[config.mk]
export PLATFORM = sky130hd
export DESIGN_NAME = pdm_ctrl
export DESIGN_NICKNAME = d
export VERILOG_FILES = /design/src/pdm_pkg.sv /design/src/pdm_ctrl.sv /design/src/pdm_state_pins.sv
export VERILOG_INCLUDE_DIRS = /design/src
export SDC_FILE = /design/constraint.sdc
export NUM_CORES = 1
export LEC_CHECK = 0
export ABC_AREA = 1
export ABC_CLOCK_PERIOD_IN_PS = 1400
export BUFFER_PORTS_ARGS = -buffer_cell sky130_fd_sc_hd__buf_2
export CORE_MARGIN = 5
export CORE_UTILIZATION = 45
export DETAILED_ROUTE_END_ITERATION = 12
export PLACE_DENSITY_LB_ADDON = 0.15
export SYNTH_ARGS = -nofsm -noshare
export SYNTH_HDL_FRONTEND = slang
export SYNTH_SLANG_ARGS = --single-unit
export TNS_END_PERCENT = 50
[constraint.sdc]
create_clock -name aclk -period 1.4 [get_ports aclk]
set_input_delay 0.07 -clock aclk [delete_from_list [all_inputs] [get_ports aclk]]
set_output_delay 0.07 -clock aclk [all_outputs]
set_load 0.02 [all_outputs]
[src/pdm_defines.svh]
// Register offsets, field positions, reset values, state pin codes and response codes for power-down control
`ifndef PDM_DEFINES_SVH
`define PDM_DEFINES_SVH

`define PDM_OFS_STANDBY_SELECT_BIT_CTRL 32'hffffff82
`define PDM_OFS_STANDBY_SELECT_BIT_CTRL2 32'hffffff88
`define PDM_OFS_MODE_CTRL 32'hffffff90
`define PDM_OFS_STATUS 32'hffffff94

`define PDM_STANDBY_SELECT_BIT_CTRL_RESET 8'h00
`define PDM_STANDBY_SELECT_BIT_CTRL2_RESET 8'h00
`define PDM_STANDBY_SELECT_BIT_CTRL_WMASK 8'h97

`define PDM_BIT_STANDBY_SELECT_BIT_SEL 7
`define PDM_BIT_XTAL_RUN 4
`define PDM_BIT_TMR_STOP 2
`define PDM_BIT_RTC_STOP 1
`define PDM_BIT_SER_STOP 0
`define PDM_BIT_XY_STOP 7

`define PDM_ST_RESET 2'b11
`define PDM_ST_SLEEP 2'b10
`define PDM_ST_STANDBY 2'b01
`define PDM_ST_NORMAL 2'b00

`define PDM_RESP_OKAY 2'b00
`define PDM_RESP_SLVERR 2'b10

`endif

[src/pdm_pkg.sv]
// Types shared by the power-down mode controller
package pdm_pkg;

    typedef enum logic [1:0] {
        PDM_MODE_NORMAL,
        PDM_MODE_SLEEP,
        PDM_MODE_STANDBY,
        PDM_MODE_HW_STANDBY
    } pdm_mode_t;

    // Clock enables toward the peripheral modules
    typedef struct packed {
        logic clock_generator_run;
        logic cpu_run;
        logic timer_unit_run;
        logic rtc_run;
        logic serial_interface_run;
        logic [7:0] ctrl2_run;
    } pdm_gate_t;

    // Processor-side requests and context
    typedef struct packed {
        logic sleep_exec;
        logic wake_irq;
        logic watchdog_timer_ovf;
        logic rtc_start_bit;
        logic timer_from_rtc;
    } pdm_core_t;

endpackage : pdm_pkg

[src/pdm_ctrl.sv]
// Power-down mode controller with AXI4-Lite standby control registers
//
// Overview of operation
// Power-down modes halt the processor and chosen peripherals to save power.
// Sleep instruction with standby select bit 0 enters sleep mode.
// Sleep instruction with standby select bit 1 enters standby mode.
// Module clock-stop bit 1 stops that module's clock; 0 lets it run.
// Sleep keeps clock generator running; standby halts it; interrupt or reset exits. Here standby keeps it running while control bit 4 is set.
// In standby, real-time counter runs if started; timer runs if fed by it.
// Clock-stopped timer pin holds its state; serial pin goes to reset state.
// Hardware-standby input low halts clock generator and processor until power-on reset.
// In hardware standby, real-time counter runs only if started; timer stops.
// State pins: reset HH, sleep HL, standby LH, normal LL.
// Wakeup output low after standby wakeup interrupt until watchdog overflow.
// Both standby control registers clear on power-on reset, hold on manual reset.
// Both standby control registers are accessed byte-wide.
// Clock-stopped modules keep contents and resume on bit clear or reset.
//
// Chosen here: the AXI4-Lite register port.
`timescale 1ns/1ps
`include "pdm_defines.svh"

module pdm_ctrl (
    // Clock and resets
    input wire logic aclk,
    input wire logic aresetn,
    input wire logic manual_reset_n,
    // AXI4-Lite write address and data
    input wire logic [31:0] s_axi_awaddr,
    input wire logic s_axi_awvalid,
    output logic s_axi_awready,
    input wire logic [31:0] s_axi_wdata,
    input wire logic [3:0] s_axi_wstrb,
    input wire logic s_axi_wvalid,
    output logic s_axi_wready,
    // AXI4-Lite write response
    output logic [1:0] s_axi_bresp,
    output logic s_axi_bvalid,
    input wire logic s_axi_bready,
    // AXI4-Lite read
    input wire logic [31:0] s_axi_araddr,
    input wire logic s_axi_arvalid,
    output logic s_axi_arready,
    output logic [31:0] s_axi_rdata,
    output logic [1:0] s_axi_rresp,
    output logic s_axi_rvalid,
    input wire logic s_axi_rready,
    // Processor core
    input wire pdm_pkg::pdm_core_t core,
    input wire logic hw_standby_input,
    // Peripheral clock gates and pin control
    output pdm_pkg::pdm_gate_t gate,
    output logic timer_pin_hold,
    output logic serial_pin_reset,
    // Status pins
    output logic proc_state_hi,
    output logic proc_state_lo,
    output logic wakeup_n
);
    import pdm_pkg::*;

    // ------------------------------------------------------------
    // Register bus
    // ------------------------------------------------------------
    logic [7:0] standby_control;
    logic [7:0] standby_control_2;
    logic [7:0] next_standby_control;
    logic [7:0] next_standby_control_2;
    logic aw_held, w_held, next_aw_held, next_w_held;
    logic [31:0] aw_addr, next_aw_addr;
    logic [31:0] w_data, next_w_data;
    logic [3:0] w_strb, next_w_strb;
    logic next_bvalid, next_rvalid;
    logic [1:0] next_bresp, next_rresp;
    logic [31:0] next_rdata;
    logic do_write;

    // Byte lane of a register address
    function automatic logic [1:0] lane(input logic [31:0] a);
        lane = a[1:0];
    endfunction : lane

    // Only the aligned word holding a register decodes; returns 0..4
    function automatic logic [2:0] decode(input logic [31:0] a);
        logic [31:0] w;
        w = {a[31:2], 2'b00};
        if (w == (`PDM_OFS_STANDBY_SELECT_BIT_CTRL & 32'hffff_fffc)) decode = 3'd1;
        else if (w == `PDM_OFS_STANDBY_SELECT_BIT_CTRL2) decode = 3'd2;
        else if (w == `PDM_OFS_MODE_CTRL) decode = 3'd3;
        else if (w == `PDM_OFS_STATUS) decode = 3'd4;
        else decode = 3'd0;
    endfunction : decode

    pdm_mode_t mode, next_mode;
    logic hw_standby_latched, next_hw_standby_latched;
    logic pins_in_reset;

    assign s_axi_awready = !aw_held && !s_axi_bvalid;
    assign s_axi_wready = !w_held && !s_axi_bvalid;
    assign s_axi_arready = !s_axi_rvalid;
    assign do_write = (aw_held || (s_axi_awvalid && s_axi_awready))
        && (w_held || (s_axi_wvalid && s_axi_wready)) && !s_axi_bvalid;

    always_comb begin
        logic [31:0] a;
        logic [31:0] d;
        logic [3:0] s;
        logic [2:0] sel;
        a = aw_held ? aw_addr : s_axi_awaddr;
        d = w_held ? w_data : s_axi_wdata;
        s = w_held ? w_strb : s_axi_wstrb;
        sel = decode(a);
        next_aw_held = aw_held;
        next_w_held = w_held;
        next_aw_addr = aw_addr;
        next_w_data = w_data;
        next_w_strb = w_strb;
        next_standby_control = standby_control;
        next_standby_control_2 = standby_control_2;
        next_bvalid = s_axi_bvalid && !s_axi_bready;
        next_bresp = s_axi_bresp;
        if (s_axi_awvalid && s_axi_awready) begin
            next_aw_held = 1'b1;
            next_aw_addr = s_axi_awaddr;
        end
        if (s_axi_wvalid && s_axi_wready) begin
            next_w_held = 1'b1;
            next_w_data = s_axi_wdata;
            next_w_strb = s_axi_wstrb;
        end
        if (do_write) begin
            next_aw_held = 1'b0;
            next_w_held = 1'b0;
            next_bvalid = 1'b1;
            next_bresp = `PDM_RESP_OKAY;
            // Byte lane of the register address carries the 8-bit value
            if (sel == 3'd1 && s[lane(`PDM_OFS_STANDBY_SELECT_BIT_CTRL)]) begin
                next_standby_control = d[8*lane(`PDM_OFS_STANDBY_SELECT_BIT_CTRL) +: 8]
                    & `PDM_STANDBY_SELECT_BIT_CTRL_WMASK;
            end else if (sel == 3'd2 && s[lane(`PDM_OFS_STANDBY_SELECT_BIT_CTRL2)]) begin
                next_standby_control_2 = d[8*lane(`PDM_OFS_STANDBY_SELECT_BIT_CTRL2) +: 8];
            end else if (sel == 3'd0) begin
                next_bresp = `PDM_RESP_SLVERR;
            end
        end
    end

    always_comb begin
        logic [2:0] rs;
        rs = decode(s_axi_araddr);
        next_rvalid = s_axi_rvalid && !s_axi_rready;
        next_rdata = s_axi_rdata;
        next_rresp = s_axi_rresp;
        if (s_axi_arvalid && s_axi_arready) begin
            next_rvalid = 1'b1;
            next_rresp = `PDM_RESP_OKAY;
            next_rdata = 32'h0000_0000;
            case (rs)
                3'd1: next_rdata[8*lane(`PDM_OFS_STANDBY_SELECT_BIT_CTRL) +: 8] = standby_control;
                3'd2: next_rdata[8*lane(`PDM_OFS_STANDBY_SELECT_BIT_CTRL2) +: 8] = standby_control_2;
                3'd3: next_rdata = {31'h0, hw_standby_latched};
                3'd4: next_rdata = {26'h0, wakeup_n, proc_state_hi, proc_state_lo,
                    pins_in_reset, mode};
                default: next_rresp = `PDM_RESP_SLVERR;
            endcase
        end
    end

    // Registers clear only on power-on reset; manual reset leaves them alone
    always_ff @(posedge aclk) begin
        if (!aresetn) begin
            standby_control <= `PDM_STANDBY_SELECT_BIT_CTRL_RESET;
            standby_control_2 <= `PDM_STANDBY_SELECT_BIT_CTRL2_RESET;
        end else begin
            standby_control <= next_standby_control;
            standby_control_2 <= next_standby_control_2;
        end
    end

    always_ff @(posedge aclk) begin
        if (!aresetn) begin
            aw_held <= 1'b0;
            w_held <= 1'b0;
            aw_addr <= 32'h0000_0000;
            w_data <= 32'h0000_0000;
            w_strb <= 4'h0;
            s_axi_bvalid <= 1'b0;
            s_axi_bresp <= 2'b00;
            s_axi_rvalid <= 1'b0;
            s_axi_rresp <= 2'b00;
            s_axi_rdata <= 32'h0000_0000;
        end else begin
            aw_held <= next_aw_held;
            w_held <= next_w_held;
            aw_addr <= next_aw_addr;
            w_data <= next_w_data;
            w_strb <= next_w_strb;
            s_axi_bvalid <= next_bvalid;
            s_axi_bresp <= next_bresp;
            s_axi_rvalid <= next_rvalid;
            s_axi_rresp <= next_rresp;
            s_axi_rdata <= next_rdata;
        end
    end

    // ------------------------------------------------------------
    // Mode sequencer
    // ------------------------------------------------------------
    logic wake_set, wake_clear;

    always_comb begin
        next_mode = mode;
        next_hw_standby_latched = hw_standby_latched;
        wake_set = 1'b0;
        wake_clear = 1'b0;
        case (mode)
            PDM_MODE_NORMAL: begin
                if (core.sleep_exec) begin
                    next_mode = standby_control[`PDM_BIT_STANDBY_SELECT_BIT_SEL]
                        ? PDM_MODE_STANDBY : PDM_MODE_SLEEP;
                end
                if (core.watchdog_timer_ovf) begin
                    wake_clear = 1'b1;
                end
            end
            PDM_MODE_SLEEP: begin
                if (core.wake_irq) begin
                    next_mode = PDM_MODE_NORMAL;
                end
            end
            PDM_MODE_STANDBY: begin
                if (core.wake_irq) begin
                    next_mode = PDM_MODE_NORMAL;
                    wake_set = 1'b1;
                end
            end
            // Only a power-on reset leaves this state
            PDM_MODE_HW_STANDBY: next_mode = PDM_MODE_HW_STANDBY;
            default: next_mode = PDM_MODE_NORMAL;
        endcase
        if (!manual_reset_n && mode != PDM_MODE_HW_STANDBY) begin
            next_mode = PDM_MODE_NORMAL;
        end
        if (!hw_standby_input) begin
            next_mode = PDM_MODE_HW_STANDBY;
            next_hw_standby_latched = 1'b1;
        end
    end

    always_ff @(posedge aclk) begin
        if (!aresetn) begin
            mode <= PDM_MODE_NORMAL;
            hw_standby_latched <= 1'b0;
        end else begin
            mode <= next_mode;
            hw_standby_latched <= next_hw_standby_latched;
        end
    end

    assign pins_in_reset = !manual_reset_n;

    // ------------------------------------------------------------
    // Clock gating
    // ------------------------------------------------------------
    logic next_cg, next_cpu, next_tmr, next_rtc, next_ser, next_tpin, next_spin;
    logic [7:0] next_ctrl2_run;

    always_comb begin
        logic halted;
        logic cg_off;
        halted = mode == PDM_MODE_STANDBY || mode == PDM_MODE_HW_STANDBY;
        // Standby may keep the oscillator running if software asked for it
        cg_off = mode == PDM_MODE_HW_STANDBY
            || (mode == PDM_MODE_STANDBY && !standby_control[`PDM_BIT_XTAL_RUN]);
        next_cg = !cg_off;
        next_cpu = mode == PDM_MODE_NORMAL;
        next_rtc = !standby_control[`PDM_BIT_RTC_STOP]
            && (!halted || core.rtc_start_bit);
        next_tmr = !standby_control[`PDM_BIT_TMR_STOP]
            && (mode == PDM_MODE_NORMAL || mode == PDM_MODE_SLEEP
            || (mode == PDM_MODE_STANDBY && core.timer_from_rtc && next_rtc));
        next_ser = !standby_control[`PDM_BIT_SER_STOP] && !halted;
        next_tpin = standby_control[`PDM_BIT_TMR_STOP];
        next_spin = standby_control[`PDM_BIT_SER_STOP];
        next_ctrl2_run = '0;
        for (int i = 0; i < 8; i++) begin
            // The pin-latch control bit is not a clock stop
            if (i == 6) next_ctrl2_run[i] = !halted;
            else next_ctrl2_run[i] = !standby_control_2[i] && !halted;
        end
    end

    // Gating only stops clocks, so module state stays put until resumed
    always_ff @(posedge aclk) begin
        if (!aresetn) begin
            gate <= '1;
            timer_pin_hold <= 1'b0;
            serial_pin_reset <= 1'b0;
        end else begin
            gate <= '{next_cg, next_cpu, next_tmr, next_rtc, next_ser, next_ctrl2_run};
            timer_pin_hold <= next_tpin;
            serial_pin_reset <= next_spin;
        end
    end

    pdm_state_pins u_pdm_state_pins (
        .aclk(aclk),
        .aresetn(aresetn),
        .mode(mode),
        .in_reset(pins_in_reset),
        .wake_set(wake_set),
        .wake_clear(wake_clear),
        .proc_state_hi(proc_state_hi),
        .proc_state_lo(proc_state_lo),
        .wakeup_n(wakeup_n)
    );
endmodule : pdm_ctrl

[src/pdm_state_pins.sv]
// Processor-state and wakeup pin driver
`timescale 1ns/1ps
`include "pdm_defines.svh"

module pdm_state_pins (
    // Clock and reset
    input wire logic aclk,
    input wire logic aresetn,
    // Mode and wakeup
    input wire pdm_pkg::pdm_mode_t mode,
    input wire logic in_reset,
    input wire logic wake_set,
    input wire logic wake_clear,
    // Pins
    output logic proc_state_hi,
    output logic proc_state_lo,
    output logic wakeup_n
);
    import pdm_pkg::*;

    logic [1:0] next_state_pins;
    logic next_wakeup_n;

    function automatic logic [1:0] state_code(input pdm_mode_t m);
        case (m)
            PDM_MODE_SLEEP: state_code = `PDM_ST_SLEEP;
            PDM_MODE_STANDBY: state_code = `PDM_ST_STANDBY;
            PDM_MODE_HW_STANDBY: state_code = `PDM_ST_STANDBY;
            default: state_code = `PDM_ST_NORMAL;
        endcase
    endfunction : state_code

    always_comb begin
        next_state_pins = in_reset ? `PDM_ST_RESET : state_code(mode);
        next_wakeup_n = wakeup_n;
        if (wake_clear) begin
            next_wakeup_n = 1'b1;
        end
        // Wakeup held low from the accepted standby interrupt until the watchdog overflow
        if (wake_set) begin
            next_wakeup_n = 1'b0;
        end
    end

    always_ff @(posedge aclk) begin
        if (!aresetn) begin
            proc_state_hi <= 1'b1;
            proc_state_lo <= 1'b1;
            wakeup_n <= 1'b1;
        end else begin
            proc_state_hi <= next_state_pins[1];
            proc_state_lo <= next_state_pins[0];
            wakeup_n <= next_wakeup_n;
        end
    end
endmodule : pdm_state_pins
==> results of run 1 <==
cells in the mapped netlist, drive strengths merged:
| master | n |
|---|---|
| a21oi | 28 |
| a221oi | 2 |
| a31oi | 2 |
| and2 | 3 |
| buf | 26 |
| clkbuf | 19 |
| clkinv | 3 |
| conb | 1 |
| dfxtp | 98 |
| ha | 4 |
| inv | 83 |
| mux2i | 4 |
| nand2 | 200 |
| nand3 | 21 |
| nand3b | 3 |
| nand4 | 14 |
| nor2 | 146 |
| nor3 | 3 |
| nor3b | 1 |
| nor4 | 1 |
| o211ai | 1 |
| o21a | 1 |
| o21ai | 65 |
| o21bai | 2 |
power by group:
group / internal (mW) / total, mW / switching (mW) / leakage [nW]
combinational: 0.861 / 2.01 / 1.15 / 2.32
sequential: 3.09 / 3.27 / 0.179 / 0.809
clock: 0.681 / 1.78 / 1.10 / 0.0936
kinds of logic (layout without fill, tap and decap cells):
| group | after synthesis | count (layout) |
|---|---|---|
| simple gates | 392 | 392 |
| buf+inv | 131 | 316 |
| compound gates | 101 | 101 |
| flops | 98 | 98 |
| fa+ha+maj | 4 | 4 |
| mux | 4 | 4 |
| other cells | 1 | 21 |
state kept, by name (all words and copies together), names as in the netlist, 2 cells and up:
signal / count
aw_addr: 30
gate: 13
mode: 2
s_axi_rdata: 13
standby_control: 5
standby_control_2: 8
w_data: 13
w_strb: 2
per-stage QoR:
| stage | instances | setup slack [ps] |
|---|---|---|
| global route | 1072 | -387 |
| global placement | 1007 | -267 |
| finish | 1072 | -247 |
| detailed placement | 1007 | -356 |
| CTS | 1072 | -230 |
| floorplan | 751 | -89.1 |
layer usage:
metal / wire length, um / vias up
li1: - / 2632
met1: 5860 / 2256
met2: 6160 / 137
met3: 869 / 13
met4: 157 / 0
met5: 0 / -
cell type report:
class / instances / area, sq um
Multi-Input combinational cell: 522 / 2420
Sequential cell: 98 / 1970
Inverter: 86 / 334
Tap cell: 136 / 170
Clock inverter: 7 / 61.3
Timing Repair Buffer: 214 / 1440
Clock buffer: 9 / 124
Fill cell: 982 / 3850
timing repair:
item                                   CTS  global route
buffers inserted                         6             0
setup endpoints to repair               43            57
endpoints found under the hold margin   44             0
pin swaps                               16             9
resized for setup                       27            20
hold buffers                            44             0
path summary, 6_finish.rpt:
path / start / cells after the start / endpoint
setup / recovery: aw_held / 11 / standby_control[2]
hold / removal: s_axi_wdata[20] / 3 / w_data[20]
setup reg to reg: aw_held / 11 / standby_control[2]
hold reg to reg: s_axi_bresp[1] / 2 / s_axi_bresp[1]
worst max-delay path, delay by kind of cell, from the launching register on:
| kind | cells | cell delay [ps] |
|---|---|---|
| buffers and inverters | 2 | 240 |
| flip-flops | 1 | 350 |
| AND/OR/NAND/NOR | 9 | 980 |
==> reports/metrics.cfg, run 1 <==
[place]
port_buffers = 126
place_area_sq_um = 5710
gp_congestion = 0.864
dp_hpwl_um = 9690

[status]
violations = setup timing
status = finished with violations

[worst_setup_path]
cp-start-kind = register
cp.arrival_ps = 1950
required_ps = 1700
end_kind = register
cp_max_fo = 7
reg2reg_slack_ps = -250
critPathKind = register to register
cpPeakStageDelay_ps = 350
cp_slowest_cell = dfxtp_2
cp_common_cell = nand2_2
path_cells = buf_6, buf_6, nor2_4, nand2_2, nand2_2, nand2_2, nor2_4, nand4_1, nand2_1, nand2_1, nor2_1

[pwr]
p_leak_nw = 3.22
power_density_nw_per_um2 = 1080
ir_drop_uv = 637
power.total_mw = 7.05

[logic_synthesis]
postSynthAreaPerCell_sq_um = 6.55
ys_types = 34
synthTopCellsByArea = dfxtp_1, nand2_1, nor2_1, o21ai_0, inv_1
synth_compound_area_share_pct = 11.1
synth_mux_area_share_pct = 0.837
synth-seq-area-share_pct = 41.0
synth_top_area_share_pct = 41.0
synth_area_leader_cell = dfxtp_1
synth_fa_ha_area_share_pct = 1.05
synth_xor_area_share_pct = 0
syn_area_sq_um = 4790
synth_top_family_by_area = simple AND/OR/NAND/NOR gates
ys_warn_count = 0
synth-simple-area-share_pct = 33.4
ys_ff_latch = 98
synthCells = 731

[clock_network]
h-tree-depth = 3
cts_buffer_depth = 2
clock_sinks = 98
clk_pin_slew_ps = 100
clockRootBuffer = clkbuf_8
clkLatencyLatePin_ps = 370
cts_buffers = 9
tritoncts = done

[sta]
hold_violations = 0
fin_crit_ps = 1650
fmax_ghz = 0.607
timing.final.crit_share_pct = 118
fin_ws_ps = -247
timing.setup.tns_ps = -4080
final_max_slew_viol_count = 0
hold_slack_ps = 14.4
skew_ps = 14.4
rsz0062_at_grt = yes
setup_viol = 40

[floorplan]
die_y_um = 113
start_util_pct = 46.2
die_w_um = 113
top_level_ports = 173
core_sq_um = 10400
num_rows = 37
dieArea_sq_um = 12800

[final_layout]
drive_gt1_share_pct = 24.7
final_cell_mix = nand2_1, nor2_1, buf_2, dfxtp_1, inv_1
area_growth_syn_to_layout_pct = 36.2
layout_commonest_cell = nand2_1
antenna_cells = 0
fin_nets = 1049
finalCoreUtilization_pct = 62.9
final_design_area_no_fill_sq_um = 6520

[global_routing]
antenna_found_initial = 0
gr-max-usage-layer = met2
grt_util_met1_pct = 26.6
grt_pass1_vias = 4715
use_met3_pct = 4.33
grt_pass1_wl_um = 21600
grt_use_total_pct = 20.3
grt_use_met2_pct = 33.4
grt-ovfl-total = 0
grt_max_degree = 40

[drt]
firstDrtPassIters = 4
vias = 5038
wire_per_inst_um = 12.2
drtIter0Drc = 233
wl_um = 13000
route.detailed.drc = 0
ant_nets = 0
vias_per_cell = 4.70

[flow_run]
cap_violations = 0

[worst_hold_path]
hold_class = input pin to register

Note: power is estimated with default switching activity, not from simulation.
==> inputs of run 2 (changes only) <==
--- a/config.mk
+++ b/config.mk
@@ -10,7 +10,7 @@
 export ABC_CLOCK_PERIOD_IN_PS = 1400
 export BUFFER_PORTS_ARGS = -buffer_cell sky130_fd_sc_hd__buf_2
 export CORE_MARGIN = 5
-export CORE_UTILIZATION = 45
+export CORE_UTILIZATION = 40
 export DETAILED_ROUTE_END_ITERATION = 12
 export PLACE_DENSITY_LB_ADDON = 0.15
 export SYNTH_ARGS = -nofsm -noshare
==> reports/metrics.cfg, run 2 (synthesis gave the netlist of run 1 again) <==
[clock_network]
clockRootBuffer = clkbuf_16
h-tree-depth = 3  ; unchanged
clock_sinks = 98  ; unchanged
clkLatencyLatePin_ps = 360  ; about the same
cts_buffer_depth = 2  ; unchanged
cts_buffers = 9  ; unchanged
tritoncts = done
clk_pin_slew_ps = 70  ; -30 ps

[final_layout]
largest_register = aw_addr
final_cell_mix = nand2_1, nor2_1, buf_2, dfxtp_1, inv_1
area_growth_syn_to_layout_pct = 37.7
largest_reg_flops = 30  ; unchanged
final_design_area_no_fill_sq_um = 6590  ; +1.1%
fin_nets = 1043  ; -0.57%
antenna_cells = 0  ; unchanged
drive_gt1_share_pct = 25.4  ; +0.70 points
layout_commonest_cell = nand2_1

[worst_setup_path]
critPathKind = register to register
required_ps = 1650  ; -50 ps
end_kind = register
cp-start-kind = register
cp.arrival_ps = 1930  ; -20 ps
cp_max_fo = 17  ; +10

[drt]
vias = 5035  ; -0.060%
firstDrtPassIters = 5  ; +1
ant_nets = 0  ; unchanged
wl_um = 13400  ; +3.1%
route.detailed.drc = 0  ; unchanged
drtIter0Drc = 206  ; -12%
vias_per_cell = 4.68  ; -0.52%
wire_per_inst_um = 12.5  ; +2.6%

[global_routing]
grt_max_degree = 34  ; -15%
grt-ovfl-total = 0  ; unchanged
grt_pass1_wl_um = 22400  ; +3.4%
antenna_found_initial = 0  ; unchanged
grt_pass1_vias = 4791  ; +1.6%
grt_use_total_pct = 19.1  ; -1.2 points

[place]
gp_congestion = 0.894  ; +3.5%
place_area_sq_um = 5750  ; +0.59%
dp_hpwl_um = 10000  ; +3.5%
port_buffers = 126  ; unchanged

[pwr]
pwr-share-seq_pct = 42.6  ; -3.8 points
power.total_mw = 7.71  ; +9.2%
combPwrFrac_pct = 26.6  ; -1.8 points
p_int_mw = 5.22  ; +13%
pwr-share-clk_pct = 30.8  ; +5.6 points
p_sw_share_pct = 32.3  ; -2.0 points
ir_drop_uv = 930  ; +46%
power_switching_mw = 2.49  ; +2.8%
power_density_nw_per_um2 = 1170  ; +8.0%
p_leak_nw = 3.28  ; +1.7%

[floorplan]
dieArea_sq_um = 14300  ; +11%
die_y_um = 119  ; +5.5%
die_w_um = 119  ; +5.5%
core_sq_um = 11900  ; +14%
num_rows = 40  ; +8.1%
start_util_pct = 40.3  ; -5.8 points
top_level_ports = 173  ; unchanged

[sta]
final_max_slew_viol_count = 0  ; unchanged
timing.final.crit_share_pct = 120  ; +2.3 points
rsz0062_at_grt = yes
hold_violations = 1  ; +1
fin_crit_ps = 1680  ; +32.5 ps
fin_ws_ps = -280  ; -32.5 ps
setup_viol = 17  ; -57%
skew_ps = 9.69  ; -4.69 ps
timing.setup.tns_ps = -3710  ; +376 ps
hold_slack_ps = -0.725  ; -15.1 ps
fmax_ghz = 0.595  ; -1.9%

[status]
status = finished with violations
violations = hold timing, setup timing

[worst_hold_path]
hold_class = input pin to register

[flow_run]
cap_violations = 0  ; unchanged

[run 2: cell type report]
class	count	area (sq um)
Clock buffer	10	229
Tap cell	147	184
Sequential cell	98	1970
Fill cell	1173	5270
Multi-Input combinational cell	523	2440
Clock inverter	6	48.8
Inverter	86	334
Timing Repair Buffer	207	1390
[run 2: timing repair]
| item | in CTS | in global routing |
|---|---|---|
| endpoints found under the hold margin | 32 | 0 |
| pin swaps | 5 | 13 |
| gates resized for setup | 15 | 35 |
| gates cloned | 1 | 0 |
| setup endpoints to repair | 22 | 52 |
| setup buffers | 4 | 6 |
| hold buffers | 31 | 0 |
[run 2: per-layer routing]
| metal | up-vias | global-route usage [%] | wire, um |
|---|---|---|---|
| met5 | - | 0 | 0 |
| met4 | 0 | 7.09 | 272 |
| met3 | 21 | 4.65 | 900 |
| met2 | 159 | 30.7 | 6180 |
| met1 | 2218 | 24.8 | 6090 |
| li1 | 2637 | - | - |
[run 2: power groups by stage]
stage          clock [mW]  sequential (mW)  combinational (mW)
2_1_floorplan           0             3.37                1.05
3_3_place_gp            0             3.32                1.74
3_5_place_dp            0             3.33                1.77
4_1_cts              2.44             3.27                1.94
5_1_grt              2.54             3.32                2.30
6_report             2.37             3.28                2.05
[run 2: through the flow]
stage	std cells	utilization (%)	worst slack, ps	hold slack [ps]
floorplan	751	-	-89.1	213
global placement	1019	48.4	-296	330
detailed placement	1019	48.4	-384	340
CTS	1071	54.5	-241	0.0626
global route	1077	55.6	-439	28.4
finish	1077	55.6	-280	-0.725
[run 2: path summary, 6_finish.rpt]
| kind | slack (ps) | endpoint | depth (start not counted) | from |
|---|---|---|---|---|
| worst max-delay path | -280 | standby_control_2[3] | 11 | aw_held |
| worst min-delay path | -0.7 | aw_addr[15] | 3 | s_axi_awaddr[15] |
| worst max register to register | -280 | standby_control_2[3] | 11 | aw_held |
| worst min register to register | 450 | aw_addr[2] | 2 | aw_addr[2] |
[run 2: critical path, stage by stage, from the launching register on]
cell,delay (ps)
dfxtp_2,330
buf_12,150
nor2_4,130
nand2_4,90
nand2_2,80
nand2_2,70
nor2_4,150
buf_4,140
buf_12,100
nand4_4,140
nor2_1,130
nor2_1,60
==> inputs of run 3 (changes only) <==
--- a/config.mk
+++ b/config.mk
@@ -10,7 +10,7 @@
 export ABC_CLOCK_PERIOD_IN_PS = 1400
 export BUFFER_PORTS_ARGS = -buffer_cell sky130_fd_sc_hd__buf_2
 export CORE_MARGIN = 5
-export CORE_UTILIZATION = 40
+export CORE_UTILIZATION = 41
 export DETAILED_ROUTE_END_ITERATION = 12
 export PLACE_DENSITY_LB_ADDON = 0.15
 export SYNTH_ARGS = -nofsm -noshare
==> reports/metrics.cfg, run 3 (synthesis gave the netlist of run 1 again) <==
[status]
status = finished with violations
violations = setup timing

[worst_setup_path]
cp_slowest_cell = dfxtp_4
cp.depth = 11  ; unchanged
cp.arrival_ps = 1950  ; +20 ps
path_buf_inv = 1  ; -2
cp-start-kind = register
cpLargestDelayFamily = simple AND/OR/NAND/NOR gates
required_ps = 1690  ; +40 ps
reg2regPathDepth = 11  ; unchanged
path_cells = buf_4, nand2_1, nand2_2, nand2_1, nor2_1, nand3_2, nor2_4, nand4_4, nand2_1, nand2_1, nor2_1
cp_max_fo = 7  ; -10
cpPeakStageDelay_ps = 410  ; +80 ps
cp_common_cell = nand2_1
end_kind = register
critPathKind = register to register

[drt]
wl_um = 13600  ; +0.86%
met1Wirelength_um = 5980  ; -1.8%
ant_nets = 0  ; unchanged
wire_per_inst_um = 12.7  ; +1.3%
vias_per_cell = 4.65  ; -0.45%
vias = 4989  ; -0.91%
wl_met3_um = 955  ; +6.1%
wl_met2_um = 6360  ; +2.8%
dr.max_layer_used = met4
firstDrtPassIters = 6  ; +1
route.detailed.drc = 0  ; unchanged
drtIter0Drc = 228  ; +11%

[worst_hold_path]
hold_class = input pin to register
hold_depth = 3  ; unchanged

[floorplan]
die_w_um = 118  ; -1.1%
top_level_ports = 173  ; unchanged
core_sq_um = 11400  ; -3.7%
dieArea_sq_um = 13900  ; -2.2%
num_rows = 39  ; -2.5%
die_y_um = 118  ; -1.1%
start_util_pct = 41.9  ; +1.6 points

[place]
port_buffers = 126  ; unchanged
gp_congestion = 0.870  ; -2.7%
placed_cells = 1018  ; -0.098%
dp_hpwl_um = 9920  ; -1.1%
pre_cts_ws_ps = -565  ; -181 ps

[sta]
timing.final.crit_share_pct = 119  ; -1.2 points
fin_ws_ps = -263  ; +16.8 ps
skew_ps = 8.08  ; -1.61 ps
hold_slack_ps = 1.44  ; +2.17 ps
fin_crit_ps = 1660  ; -16.8 ps
final_max_slew_viol_count = 0  ; unchanged
setup_viol = 16  ; -1
rsz0062_at_grt = yes
fmax_ghz = 0.601  ; +1.0%
hold_violations = 0  ; -1

[global_routing]
grt_use_total_pct = 18.9  ; -0.20 points
antenna_found_initial = 0  ; unchanged
grt_pass1_vias = 4810  ; +0.40%
grt_max_degree = 49  ; +44%
grt-ovfl-total = 0  ; unchanged
grt_pass1_wl_um = 22400  ; about the same

[final_layout]
finalCoreUtilization_pct = 57.7  ; +2.2 points
largest_register = aw_addr
area_growth_syn_to_layout_pct = 37.7  ; unchanged
drive_gt1_share_pct = 29.2  ; +3.8 points
final_cell_mix = nand2_1, nor2_1, buf_2, dfxtp_1, inv_1
fin_cells = 1072  ; -0.46%
fin_nets = 1042  ; -0.096%
antenna_cells = 0  ; unchanged
n_fill_cell = 1118  ; -4.7%
largest_reg_flops = 30  ; unchanged
layout_commonest_cell = nand2_1

[clock_network]
clock_sinks = 98  ; unchanged
h-tree-depth = 3  ; unchanged
cts_buffer_depth = 2  ; unchanged
cts_buffers = 9  ; unchanged
clkLatencyLatePin_ps = 350  ; about the same
tritoncts = done
clk_pin_slew_ps = 70  ; about the same
clockRootBuffer = clkbuf_16

[pwr]
power.total_mw = 7.79  ; +1.2%
ir_drop_uv = 638  ; -31%
power_density_nw_per_um2 = 1180  ; +1.2%
p_leak_nw = 3.27  ; -0.23%

[flow_run]
cap_violations = 0  ; unchanged

==> run 3: changes by cell type in the layout (fill, tap and decap cells not counted), sizes merged <==
cell | before | now
buf | 176 | 188
clkinvlp | 1 | 2
clkinv | 5 | 4
dlygate4sd3 | 31 | 18
==> run 3: final cells by class <==
class / count / area [sq um] / share of cell area (%)
Timing Repair Buffer: 206 / 1320 / 20.0
Inverter: 86 / 329 / 4.99
Sequential cell: 98 / 1970 / 29.9
Tap cell: 143 / 179 / 2.71
Clock inverter: 6 / 53.8 / 0.816
Clock buffer: 10 / 239 / 3.63
Multi-Input combinational cell: 523 / 2500 / 38.0
==> run 3: power by group <==
part	total [mW]	switching, mW	internal [mW]
sequential	3.29	0.199	3.09
combinational	2.05	1.18	0.876
clock	2.45	1.16	1.29
==> run 3: final timing paths <==
check	slack (ps)	startpoint	to
max	-260	aw_held	standby_control_2[7]
min	1	s_axi_wdata[17]	w_data[17]
max reg2reg	-260	aw_held	standby_control_2[7]
min reg2reg	460	s_axi_rdata[3]	s_axi_rdata[3]
==> run 3: metal layers <==
metal | global-route usage (%) | vias to the layer above
met5 | 0 | -
met4 | 6.09 | 0
met3 | 4.81 | 25
met2 | 31.3 | 163
met1 | 24.0 | 2179
li1 | - | 2622
==> run 3: what timing repair did <==
item,4_1_cts,5_1_grt
pin swaps,22,30
gates cloned,1,0
buffers inserted,10,9
setup endpoints to repair,51,40
endpoints found under the hold margin,18,0
gates resized for setup,25,46
hold buffers,18,0
==> run 3: per-stage QoR <==
step	instance area (sq um)	TNS, ps
4_1_cts	6390	-3120
3_5_place_dp	5750	-14490
5_1_grt	6590	-5600
6_report	6590	-3390
2_1_floorplan	4880	-863
3_3_place_gp	5750	-12420
==> run 3: worst register-to-register path: cells and delay by family (launching register included) <==
kind,cells,cell delay [ps]
buffers and inverters,1,130
flip-flops,1,410
AND/OR/NAND/NOR,10,1080
